File: src/shared/psc_pkg.sv
// Constants shared by the phase-shedding configuration block.
// Assumes a 100 MHz system clock and byte-wide register access.
package psc_pkg;

  // ****************************************************************
  // Register offsets
  // ****************************************************************
  localparam logic [7:0] ADDR_TH1_PROG = 8'h3a;
  localparam logic [7:0] ADDR_TH1_SENSED = 8'h3b;
  localparam logic [7:0] ADDR_TH2_PROG = 8'h3c;
  localparam logic [7:0] ADDR_TH2_SENSED = 8'h3d;
  localparam logic [7:0] ADDR_TH3_PROG = 8'h3e;
  localparam logic [7:0] ADDR_TH3_SENSED = 8'h3f;
  localparam logic [7:0] ADDR_TH4_PROG = 8'h40;
  localparam logic [7:0] ADDR_TH4_SENSED = 8'h41;
  localparam logic [7:0] ADDR_HYST = 8'h44;
  localparam logic [7:0] ADDR_DELAY = 8'h45;
  localparam logic [7:0] ADDR_LATCH_A = 8'h46;
  localparam logic [7:0] ADDR_LATCH_B = 8'h47;

  // ****************************************************************
  // Latch bit positions and reset values
  // ****************************************************************
  localparam int BIT_FSW = 5;
  localparam int BIT_LL = 4;
  localparam int BIT_OCP = 2;
  localparam int BIT_LPZ = 1;
  localparam int BIT_TH = 0;
  localparam logic [7:0] LATCH_MASK = 8'h37;
  localparam logic [7:0] HYST_RESET = 8'h08;
  localparam logic [7:0] DELAY_RESET = 8'h14;
  localparam logic [7:0] TH_PROG_RESET = 8'hff;
  localparam logic [7:0] TH_DISABLED = 8'hff;
  localparam logic [7:0] LATCH_RESET = 8'h00;
  localparam logic [2:0] PHASES_MAX = 3'h4;
  localparam logic [2:0] PHASES_MIN = 3'h1;

  // ****************************************************************
  // Timing
  // ****************************************************************
  localparam int CLK_MHZ = 100;
  localparam int DELAY_STEP_US = 10;
  localparam int TICK_CYCLES = DELAY_STEP_US * CLK_MHZ;

  typedef logic [7:0] psc_byte_t;

endpackage

File: src/shared/psc_shed_if.sv
// Carrier between the register side and the shedding engine.
// Both ends share one clock; no crossing here.
`timescale 1ns/1ps
interface psc_shed_if;
  import psc_pkg::*;
  psc_byte_t th [4];
  logic [3:0] th_en;
  psc_byte_t hyst;
  psc_byte_t delay;
  psc_byte_t iout;
  logic [2:0] phases;
  modport ctl (output th, output th_en, output hyst, output delay, output iout, input phases);
  modport eng (input th, input th_en, input hyst, input delay, input iout, output phases);
endinterface

File: src/hw/psc_config_top.sv
// Register side of a multiphase buck controller: shedding thresholds,
// their resistor-derived copies, hysteresis, delay and the dual source latch.
// Assumes a byte register port from the serial-bus front end, all inputs
// synchronous to CLK, and resistor codes already digitised by the analog side.
//
// How it works
// - Programmed thresholds are used only while bit 0 is set in the committed latch, else the sensed ones.
// - A programmed threshold of 0xff disables that shedding step.
// - Four read-only status registers show the resistor-derived thresholds.
// - The sensed thresholds are resampled on every rising edge of the enable input.
// - A threshold resistor level above 2 V disables that step.
// - Hysteresis counts in threshold codes, applies only when shedding, and resets to 0x08.
// - The shedding delay register sets the wait before dropping phases.
// - The delay resets to 0x14 (200 us), counts in 10 us steps, and may be rewritten at any time.
// - Any toggle of the enable input returns every setting to resistor control.
// - Apart from an enable toggle, the source changes only when the same byte has been written to both latches, in either order.
// - Latch bit 5 selects the switching frequency register over the resistor.
// - Latch bit 4 selects the load line register over the resistor.
// - Latch bit 2 selects the overcurrent limit register over the resistor.
// - Latch bit 1 defaults to 0 and selects the low power zone register when set.
// - Latch bit 0 selects the four programmed threshold registers when set.
`timescale 1ns/1ps
module psc_config_top (
  input wire logic CLK,
  input wire logic RESET_N,
  input wire logic EN,
  input wire logic REG_WR,
  input wire logic REG_RD,
  input wire logic [7:0] REG_ADDR,
  input wire psc_pkg::psc_byte_t REG_WDATA,
  output logic [7:0] REG_RDATA,
  input wire logic [31:0] SENSED_TH,
  input wire logic [3:0] SENSED_OVER_2V,
  input wire psc_pkg::psc_byte_t OUTPUT_CURRENT_READING,
  output logic SWITCHING_FREQUENCY_SOURCE,
  output logic LOAD_LINE_SOURCE,
  output logic OVERCURRENT_LIMIT_SOURCE,
  output logic LOW_POWER_ZONE_SOURCE,
  output logic SHED_THRESHOLD_SELECT,
  output logic [2:0] PHASE_COUNT
);
  import psc_pkg::*;

  // ****************************************************************
  // Storage
  // ****************************************************************
  psc_byte_t prog_q [4];
  psc_byte_t sensed_q [4];
  psc_byte_t hyst_q;
  psc_byte_t delay_q;
  psc_byte_t latch_a_q;
  psc_byte_t latch_b_q;
  logic a_wr_q;
  logic b_wr_q;
  psc_byte_t sel_q;
  logic en_q;
  logic en_rise;
  logic en_toggle;
  logic commit;
  psc_byte_t rdata_d;
  logic [7:0] rdata_q;
  logic [3:0] prog_hit;
  logic [3:0] sensed_hit;

  psc_shed_if sh ();

  // ****************************************************************
  // Enable edge detection
  // ****************************************************************
  // EN arrives synchronous, so one flop is enough to see both edges
  always_ff @(posedge CLK) begin
    if (!RESET_N) begin
      en_q <= 1'b0;
    end else begin
      en_q <= EN;
    end
  end
  assign en_rise = EN && !en_q;
  assign en_toggle = EN ^ en_q;

  // ****************************************************************
  // Address decode for the threshold pairs
  // ****************************************************************
  // Programmed and sensed copies sit interleaved, two offsets per step
  always_comb begin
    prog_hit = 4'h0;
    sensed_hit = 4'h0;
    for (int i = 0; i < 4; i++) begin
      prog_hit[i] = (REG_ADDR == 8'(ADDR_TH1_PROG + 2 * i));
      sensed_hit[i] = (REG_ADDR == 8'(ADDR_TH1_SENSED + 2 * i));
    end
  end

  // ****************************************************************
  // Per-step threshold registers
  // ****************************************************************
  genvar g;
  generate
    for (g = 0; g < 4; g++) begin : g_step
      // Programmed threshold, writable at any time
      always_ff @(posedge CLK) begin
        if (!RESET_N) begin
          prog_q[g] <= TH_PROG_RESET;
        end else if (REG_WR && prog_hit[g]) begin
          prog_q[g] <= REG_WDATA;
        end
      end

      // Resistor copy, taken only on the rising enable edge
      always_ff @(posedge CLK) begin
        if (!RESET_N) begin
          sensed_q[g] <= TH_DISABLED;
        end else if (en_rise) begin
          if (SENSED_OVER_2V[g]) begin
            sensed_q[g] <= TH_DISABLED;
          end else begin
            sensed_q[g] <= SENSED_TH[8*g +: 8];
          end
        end
      end

      // Source choice and disable code per step
      assign sh.th[g] = sel_q[BIT_TH] ? prog_q[g] : sensed_q[g];
      assign sh.th_en[g] = (sh.th[g] != TH_DISABLED);
    end
  endgenerate

  // ****************************************************************
  // Hysteresis and delay
  // ****************************************************************
  // Hysteresis is a plain byte; its meaning lives in the engine
  always_ff @(posedge CLK) begin
    if (!RESET_N) begin
      hyst_q <= HYST_RESET;
    end else if (REG_WR && (REG_ADDR == ADDR_HYST)) begin
      hyst_q <= REG_WDATA;
    end
  end

  // Delay may change mid-wait; the engine compares live
  always_ff @(posedge CLK) begin
    if (!RESET_N) begin
      delay_q <= DELAY_RESET;
    end else if (REG_WR && (REG_ADDR == ADDR_DELAY)) begin
      delay_q <= REG_WDATA;
    end
  end

  // ****************************************************************
  // Source latches
  // ****************************************************************
  // Latch A byte; its written flag is kept below with B's
  always_ff @(posedge CLK) begin
    if (!RESET_N) begin
      latch_a_q <= LATCH_RESET;
    end else if (REG_WR && (REG_ADDR == ADDR_LATCH_A)) begin
      latch_a_q <= REG_WDATA;
    end
  end

  // Latch B byte
  always_ff @(posedge CLK) begin
    if (!RESET_N) begin
      latch_b_q <= LATCH_RESET;
    end else if (REG_WR && (REG_ADDR == ADDR_LATCH_B)) begin
      latch_b_q <= REG_WDATA;
    end
  end

  // Written flags; a fresh write in a commit or toggle cycle is kept, not lost
  always_ff @(posedge CLK) begin
    if (!RESET_N) begin
      a_wr_q <= 1'b0;
      b_wr_q <= 1'b0;
    end else begin
      if (REG_WR && (REG_ADDR == ADDR_LATCH_A)) begin
        a_wr_q <= 1'b1;
      end else if (commit || en_toggle) begin
        a_wr_q <= 1'b0;
      end
      if (REG_WR && (REG_ADDR == ADDR_LATCH_B)) begin
        b_wr_q <= 1'b1;
      end else if (commit || en_toggle) begin
        b_wr_q <= 1'b0;
      end
    end
  end

  // Both written and equal, order free
  assign commit = a_wr_q && b_wr_q && (latch_a_q == latch_b_q);

  // Committed source selection; an enable toggle outranks a commit
  always_ff @(posedge CLK) begin
    if (!RESET_N) begin
      sel_q <= LATCH_RESET;
    end else if (en_toggle) begin
      sel_q <= LATCH_RESET;
    end else if (commit) begin
      sel_q <= latch_a_q & LATCH_MASK;
    end
  end

  // ****************************************************************
  // Source outputs
  // ****************************************************************
  // The frequency, load line, overcurrent and zone registers live elsewhere; only the choice leaves here
  assign SWITCHING_FREQUENCY_SOURCE = sel_q[BIT_FSW];
  assign LOAD_LINE_SOURCE = sel_q[BIT_LL];
  assign OVERCURRENT_LIMIT_SOURCE = sel_q[BIT_OCP];
  assign LOW_POWER_ZONE_SOURCE = sel_q[BIT_LPZ];
  assign SHED_THRESHOLD_SELECT = sel_q[BIT_TH];

  // ****************************************************************
  // Shedding engine
  // ****************************************************************
  assign sh.hyst = hyst_q;
  assign sh.delay = delay_q;
  assign sh.iout = OUTPUT_CURRENT_READING;

  psc_shed_engine u_engine (
    .clk(CLK),
    .rst_n(RESET_N),
    .sh(sh.eng)
  );
  assign PHASE_COUNT = sh.phases;

  // ****************************************************************
  // Read data
  // ****************************************************************
  // Latches read back what was written, not what is committed
  always_comb begin
    rdata_d = 8'h00;
    for (int i = 0; i < 4; i++) begin
      if (prog_hit[i]) begin
        rdata_d = prog_q[i];
      end
      if (sensed_hit[i]) begin
        rdata_d = sensed_q[i];
      end
    end
    case (REG_ADDR)
      ADDR_HYST: rdata_d = hyst_q;
      ADDR_DELAY: rdata_d = delay_q;
      ADDR_LATCH_A: rdata_d = latch_a_q;
      ADDR_LATCH_B: rdata_d = latch_b_q;
      default: ;
    endcase
  end

  // Registered so the serial shifter sees a stable byte
  always_ff @(posedge CLK) begin
    if (!RESET_N) begin
      rdata_q <= 8'h00;
    end else if (REG_RD) begin
      rdata_q <= rdata_d;
    end
  end
  assign REG_RDATA = rdata_q;

  // ****************************************************************
  // Checks
  // ****************************************************************
  a_th_source: assert property (@(posedge CLK) disable iff (!RESET_N)
    sh.th[0] == (SHED_THRESHOLD_SELECT ? prog_q[0] : sensed_q[0]))
    else $error("Threshold one taken from the wrong source");
  a_prog_off: assert property (@(posedge CLK) disable iff (!RESET_N)
    (SHED_THRESHOLD_SELECT && prog_q[1] == 8'hff) |-> !sh.th_en[1])
    else $error("Threshold code 0xff did not disable the step");
  a_sample_rise: assert property (@(posedge CLK) disable iff (!RESET_N)
    (EN && !en_q && !SENSED_OVER_2V[0]) |=> (sensed_q[0] == $past(SENSED_TH[7:0])))
    else $error("Sensed threshold not captured on enable rise");
  a_sample_hold: assert property (@(posedge CLK) disable iff (!RESET_N)
    !(EN && !en_q) |=> $stable(sensed_q[2]))
    else $error("Sensed threshold moved without an enable rise");
  a_over_2v: assert property (@(posedge CLK) disable iff (!RESET_N)
    (EN && !en_q && SENSED_OVER_2V[3]) |=> (sensed_q[3] == 8'hff && !sh.th_en[3] || SHED_THRESHOLD_SELECT))
    else $error("Over-level threshold input not disabled");
  a_reset_vals: assert property (@(posedge CLK)
    $rose(RESET_N) |-> (hyst_q == 8'h08 && delay_q == 8'h14 && sel_q == 8'h00))
    else $error("Hysteresis, delay or latch reset value wrong");
  a_toggle_clear: assert property (@(posedge CLK) disable iff (!RESET_N)
    (EN != en_q) |=> (sel_q == 8'h00)[*2])
    else $error("Enable toggle did not restore resistor control");
  a_latch_agree: assert property (@(posedge CLK) disable iff (!RESET_N)
    (sel_q != $past(sel_q)) |-> ($past(latch_a_q == latch_b_q && a_wr_q && b_wr_q) || $past(EN != en_q)))
    else $error("Source changed without matching latch writes");
  a_source_map: assert property (@(posedge CLK) disable iff (!RESET_N)
    $past(commit && !en_toggle) |-> ({SWITCHING_FREQUENCY_SOURCE, LOAD_LINE_SOURCE, OVERCURRENT_LIMIT_SOURCE,
      LOW_POWER_ZONE_SOURCE} == {$past(latch_a_q[5]), $past(latch_a_q[4]), $past(latch_a_q[2]),
      $past(latch_a_q[1])}))
    else $error("Source outputs do not follow the committed byte");

  c_en_rise: cover property (@(posedge CLK) disable iff (!RESET_N) EN && !en_q);
  c_commit: cover property (@(posedge CLK) disable iff (!RESET_N) commit && latch_a_q[BIT_TH]);
  c_phase_up: cover property (@(posedge CLK) disable iff (!RESET_N) PHASE_COUNT > $past(PHASE_COUNT));
  c_phase_down: cover property (@(posedge CLK) disable iff (!RESET_N) PHASE_COUNT < $past(PHASE_COUNT));
endmodule

File: src/hw/psc_shed_engine.sv
// Phase-count decision: adds phases at once, sheds after a delay.
// Assumes thresholds ascend from step one to step four.
`timescale 1ns/1ps
module psc_shed_engine (
  input wire logic clk,
  input wire logic rst_n,
  psc_shed_if.eng sh
);
  import psc_pkg::*;

  logic [9:0] div_q;
  logic tick;
  logic [7:0] wait_q;
  logic [2:0] phase_q;
  logic [2:0] up_cnt;
  logic [2:0] dn_cnt;
  logic shed_cond;
  logic drop;

  // ****************************************************************
  // 10 us delay tick
  // ****************************************************************
  // One divider keeps the delay counter eight bits wide; it restarts with
  // every wait, so the first 10 us step is a whole one and never a fraction
  always_ff @(posedge clk) begin
    if (!rst_n || tick || !shed_cond || drop) begin
      div_q <= 10'h000;
    end else begin
      div_q <= div_q + 10'h001;
    end
  end
  assign tick = (div_q == 10'(TICK_CYCLES - 1));

  // Targets for rising and for falling load, hysteresis on the fall only
  always_comb begin
    up_cnt = PHASES_MIN;
    dn_cnt = PHASES_MIN;
    for (int i = 0; i < 4; i++) begin
      if (sh.th_en[i] && (sh.iout > sh.th[i])) begin
        up_cnt = up_cnt + 3'h1;
      end
      if (sh.th_en[i] && (({1'b0, sh.iout} + {1'b0, sh.hyst}) > {1'b0, sh.th[i]})) begin
        dn_cnt = dn_cnt + 3'h1;
      end
    end
    // Four enabled steps would otherwise ask for a fifth phase
    if (up_cnt > PHASES_MAX) begin
      up_cnt = PHASES_MAX;
    end
    if (dn_cnt > PHASES_MAX) begin
      dn_cnt = PHASES_MAX;
    end
  end

  // Shedding is pending while no step asks for more phases and the hysteresis target is below the count
  assign shed_cond = (up_cnt <= phase_q) && (dn_cnt < phase_q);
  assign drop = shed_cond && (wait_q >= sh.delay);

  // Phase count and shed wait
  always_ff @(posedge clk) begin
    if (!rst_n) begin
      phase_q <= PHASES_MAX;
      wait_q <= 8'h00;
    end else if (up_cnt > phase_q) begin
      phase_q <= up_cnt;
      wait_q <= 8'h00;
    end else if (dn_cnt < phase_q) begin
      if (wait_q >= sh.delay) begin
        phase_q <= dn_cnt;
        wait_q <= 8'h00;
      end else if (tick) begin
        wait_q <= wait_q + 8'h01;
      end
    end else begin
      wait_q <= 8'h00; // Any recovery restarts the wait
    end
  end
  assign sh.phases = phase_q;

  a_shed_waits: assert property (@(posedge clk) disable iff (!rst_n)
    (phase_q < $past(phase_q)) |-> ($past(wait_q) >= $past(sh.delay)))
    else $error("Phases dropped before the shed delay ran out");
  a_add_at_once: assert property (@(posedge clk) disable iff (!rst_n)
    (up_cnt > phase_q) |=> (phase_q == $past(up_cnt)))
    else $error("Phases not added on the next cycle");
  a_phase_range: assert property (@(posedge clk) disable iff (!rst_n)
    (phase_q >= PHASES_MIN) && (phase_q <= PHASES_MAX))
    else $error("Phase count left the range one to four");
endmodule

File: config.mk
export PLATFORM = sky130hd
export DESIGN_NAME = psc_config_top
export DESIGN_NICKNAME = d
export VERILOG_FILES = /design/src/shared/psc_pkg.sv /design/src/shared/psc_shed_if.sv /design/src/hw/psc_config_top.sv /design/src/hw/psc_shed_engine.sv
export SDC_FILE = /design/constraint.sdc
export NUM_CORES = 1
export LEC_CHECK = 0
export BUFFER_PORTS_ARGS = -buffer_cell sky130_fd_sc_hd__buf_2
export CORE_ASPECT_RATIO = 0.7
export CORE_MARGIN = 5
export CORE_UTILIZATION = 55
export DETAILED_ROUTE_END_ITERATION = 8
export PLACE_DENSITY = 0.75
export SYNTH_ARGS = -nofsm -noshare
export SYNTH_HDL_FRONTEND = slang
export SYNTH_SLANG_ARGS = --single-unit
File: constraint.sdc
create_clock -name CLK -period 12.8 [get_ports CLK]
set_input_delay 1.92 -clock CLK [delete_from_list [all_inputs] [get_ports CLK]]
set_output_delay 1.92 -clock CLK [all_outputs]
set_load 0.01 [all_outputs]
==> reports/metrics.yaml <==
setup_path:
  slowest_stage: "a21boi_0"
  rr_worst_depth: 22
  r2r-start: "sel_q[0]"
  timing.rr.end: "u_engine.div_q[7]"
  worstSetupStartpointType: "primary input"
  cpPeakStageDelay_ns: 0.49
  rrSetupSlack_ns: 6.97
  worst_setup_path_end_kind: "flop"
  worstPathRequired_ns: 13.14
  critPathArrivalTime_ns: 7.09
  critPathMaxFanout: 4
  worst-setup-path-type: "in2reg"
  cp_cell_sequence: "buf_2 > ha_1 > inv_1 > fa_1 > nand2b_1 > a21oi_1 > nor2_1 > xnor2_1 > ha_1 > o21ai_0 > o21bai_1 > o311ai_0 > a21boi_0 > inv_1 > fa_1 > mux2i_1 > ha_1 > a21oi_1 > nand2_1 > a21o_1 > o21ai_0 > a21oi_1 > a311oi_2"
power_and_ir_drop:
  power_frac_clock_pct: 43.5
  peakVddDrop_v: 0.0000815
  switching_power_mw: 0.307
  intPower_mw: 0.832
  power.density_nw_per_um2: 115
  swShare_pct: 26.9
  power_frac_comb_pct: 14.8
  p_leak_nw: 3.97
  power.total_mw: 1.14
  p_seq_share_pct: 41.7
yosys:
  synth-seq-cells: 133
  avgSynthCellArea_um2: 9.68
  synth_fp_nets: 1068
  async_reset_ff_share_pct: 0
  synth_seq_area_share_pct: 37.6
  synthTopCellsByArea: "edfxtp_1 (22%), dfxtp_1 (16%), ha_1 (13%), mux2i_1 (6.4%), nand2_1 (3.8%)"
  synth_area_um2: 8800
  ys.warnings.count: 0
  ys_top_cells_by_count: "ha_1 (91), nand2_1 (89), dfxtp_1 (69)"
  synth_cells: 909
  synth_area_leader_cell: "edfxtp_1"
  synth_edf_count: 64
  synthDominantCellAreaShare_pct: 21.8
  synth.distinct_cells: 76
  synth-main-ff-cell: "dfxtp_1"
  synth_most_common_cell: "ha_1"
clocking:
  cts.clk_slew.worst_paths_ns: 0.06
  cts_root_buffer: "clkbuf_16"
  clock_path_buffers: 2
  clock_latency_ns: 0.43
  h-tree-depth: 4
  cts_tree: "built"
  cts_resized: 0
  postCtsHoldBufs: 0
  cts.sinks: 133
  cts_setup_buffers: 0
  cts_buffers: 17
sta:
  setup_violations: 0
  fmax_ghz: 0.148
  rsz0062_at_grt: "no"
  hold_viol_final: 0
  fin_skew_ns: 0.00783
  setup_tns_ns: 0
  finalCritPeriodShare_pct: 52.8
  final.min_clock_period_ns: 6.75
  slew_headroom_pct: 16.3
  max_slew.worst_pin.slew_ns: 1.24
  maxSlewViolCount: 0
layout:
  antenna_cells: 0
  layout-drive-gt1-share_pct: 16.6
  nets: 1139
  postLayoutCoreUtil_pct: 63.5
  syn_to_final_growth_pct: 12.6
global_route:
  gr-total-overflow: 0
  grt_usage_pct: 27.4
  antenna_found_initial: 0
  grt_max_degree: 52
  grt_pass1_vias: 6973
  grt_pass1_wl_mm: 39.0
flow_run:
  cap_viol_max_count: 0
place:
  place_congestion: 0.945
  portBuffers: 80
  dp_hpwl_mm: 19.0
hold_path:
  hold_path_class: "reg2reg"
  hp-start: "a_wr_q"
  worstHoldPathCells: 2
  hold_end: "a_wr_q"
detailed_routing:
  drt-pass1-iter-count: 7
  routed_wl_mm: 25.1
  routed-via-count: 7365
  drt_iter0_markers: 886
  drc: 0
  via_per_inst: 6.17
  antenna_left: 0
  wire_per_inst_um: 21.0
floorplan:
  pin_count: 81
  die_area_um2: 18700
  die_h_um: 116
  start_util_pct: 56.4
  core_area_um2: 15600
  die-width_um: 161
  rows: 38
run_status:
  status: "finished clean"
==> cells in the final DEF, fill, tap and decap left out, drive strengths merged, types with 17 or more instances in the layout <==
master	netlist	routed
edfxtp	64	64
dfxtp	69	69
or2	17	17
a21oi	51	51
ha	91	91
nand2	89	89
nor2	60	60
clkbuf	21	21
inv	40	44
mux2i	57	57
nand2b	20	20
buf	11	84
o21ai	54	54
or3	43	43
==> worst max path at each step <==
stage / start / end / slack [ns]
floorplan: OUTPUT_CURRENT_READING[1] / u_engine.sh.phases[1] / 6.48
global placement: OUTPUT_CURRENT_READING[0] / u_engine.sh.phases[1] / 5.89
detailed placement: OUTPUT_CURRENT_READING[0] / u_engine.sh.phases[1] / 5.73
CTS: OUTPUT_CURRENT_READING[0] / u_engine.sh.phases[1] / 6.15
global route: OUTPUT_CURRENT_READING[0] / u_engine.sh.phases[1] / 5.70
finish: OUTPUT_CURRENT_READING[0] / u_engine.sh.phases[1] / 6.05
==> critical path: cells and delay by family <==
family | cells | cell delay (ns)
AO/OA/AOI/OAI | 10 | 2.26
adder cells (fa/ha/maj) | 5 | 1.59
AND/OR/NAND/NOR | 3 | 0.38
XOR/XNOR | 1 | 0.37
buffers and inverters | 3 | 0.31
multiplexers | 1 | 0.27
==> layout make-up <==
class,instances,area [um2]
Sequential cell,133,3300
Inverter,41,154
Timing Repair Buffer,84,430
Tap cell,200,250
Clock buffer,21,472
Multi-Input combinational cell,703,5170
Clock inverter,11,121
Fill cell,1292,5690
==> cells by family (layout without fill, tap and decap cells) <==
logic type | Yosys count | count (layout) | share of synthesized area, %
AOI/OAI and AO/OA | 185 | 185 | 13.5
muxes | 75 | 75 | 9.90
DFF | 133 | 133 | 37.6
and+or+nand+nor | 319 | 319 | 18.7
xor gates and xnor gates | 30 | 30 | 2.99
buffers and inverters | 73 | 157 | 3.66
adders and majority gates | 94 | 94 | 13.6
==> power by group through the flow <==
stage	clock (mW)	sequential (mW)	combinational (mW)
global placement	0	0.482	0.161
floorplan	0	0.479	0.111
global route	0.514	0.476	0.187
finish	0.495	0.475	0.169
CTS	0.496	0.474	0.166
detailed placement	0	0.483	0.164
==> state kept, by name, indices dropped and copies added (netlist names) <==
register / cells
REG_RDATA: 8
a_wr_q: 1
b_wr_q: 1
delay_q: 8
en_q: 1
hyst_q: 8
latch_a_q: 8
latch_b_q: 8
prog_q: 32
sel_q: 5
sensed_q: 32
u_engine.div_q: 10
u_engine.sh.phases: 3
u_engine.wait_q: 8
==> metrics by stage <==
stage                     instances  hold WS (ns)  worst slack [ns]  instance area, um2
after floorplan                 909         0.442              6.48                8800
after global placement         1161         0.459              5.89                9310
after detailed placement       1161         0.471              5.73                9310
after CTS                      1193         0.479              6.15                9900
after global routing           1193         0.500              5.70                9900
final                          1193         0.479              6.05                9900
==> metal layers <==
layer	wire, um	part of all wire (%)	vias up	GRT usage [%]
li1	-	-	3499	-
met1	11500	46	3426	40.7
met2	10100	40	398	39.1
met3	3030	12	42	7.82
met4	430	1.7	0	7.56
met5	0	0	-	0
No activity file was read; power rests on OpenSTA's default activity.
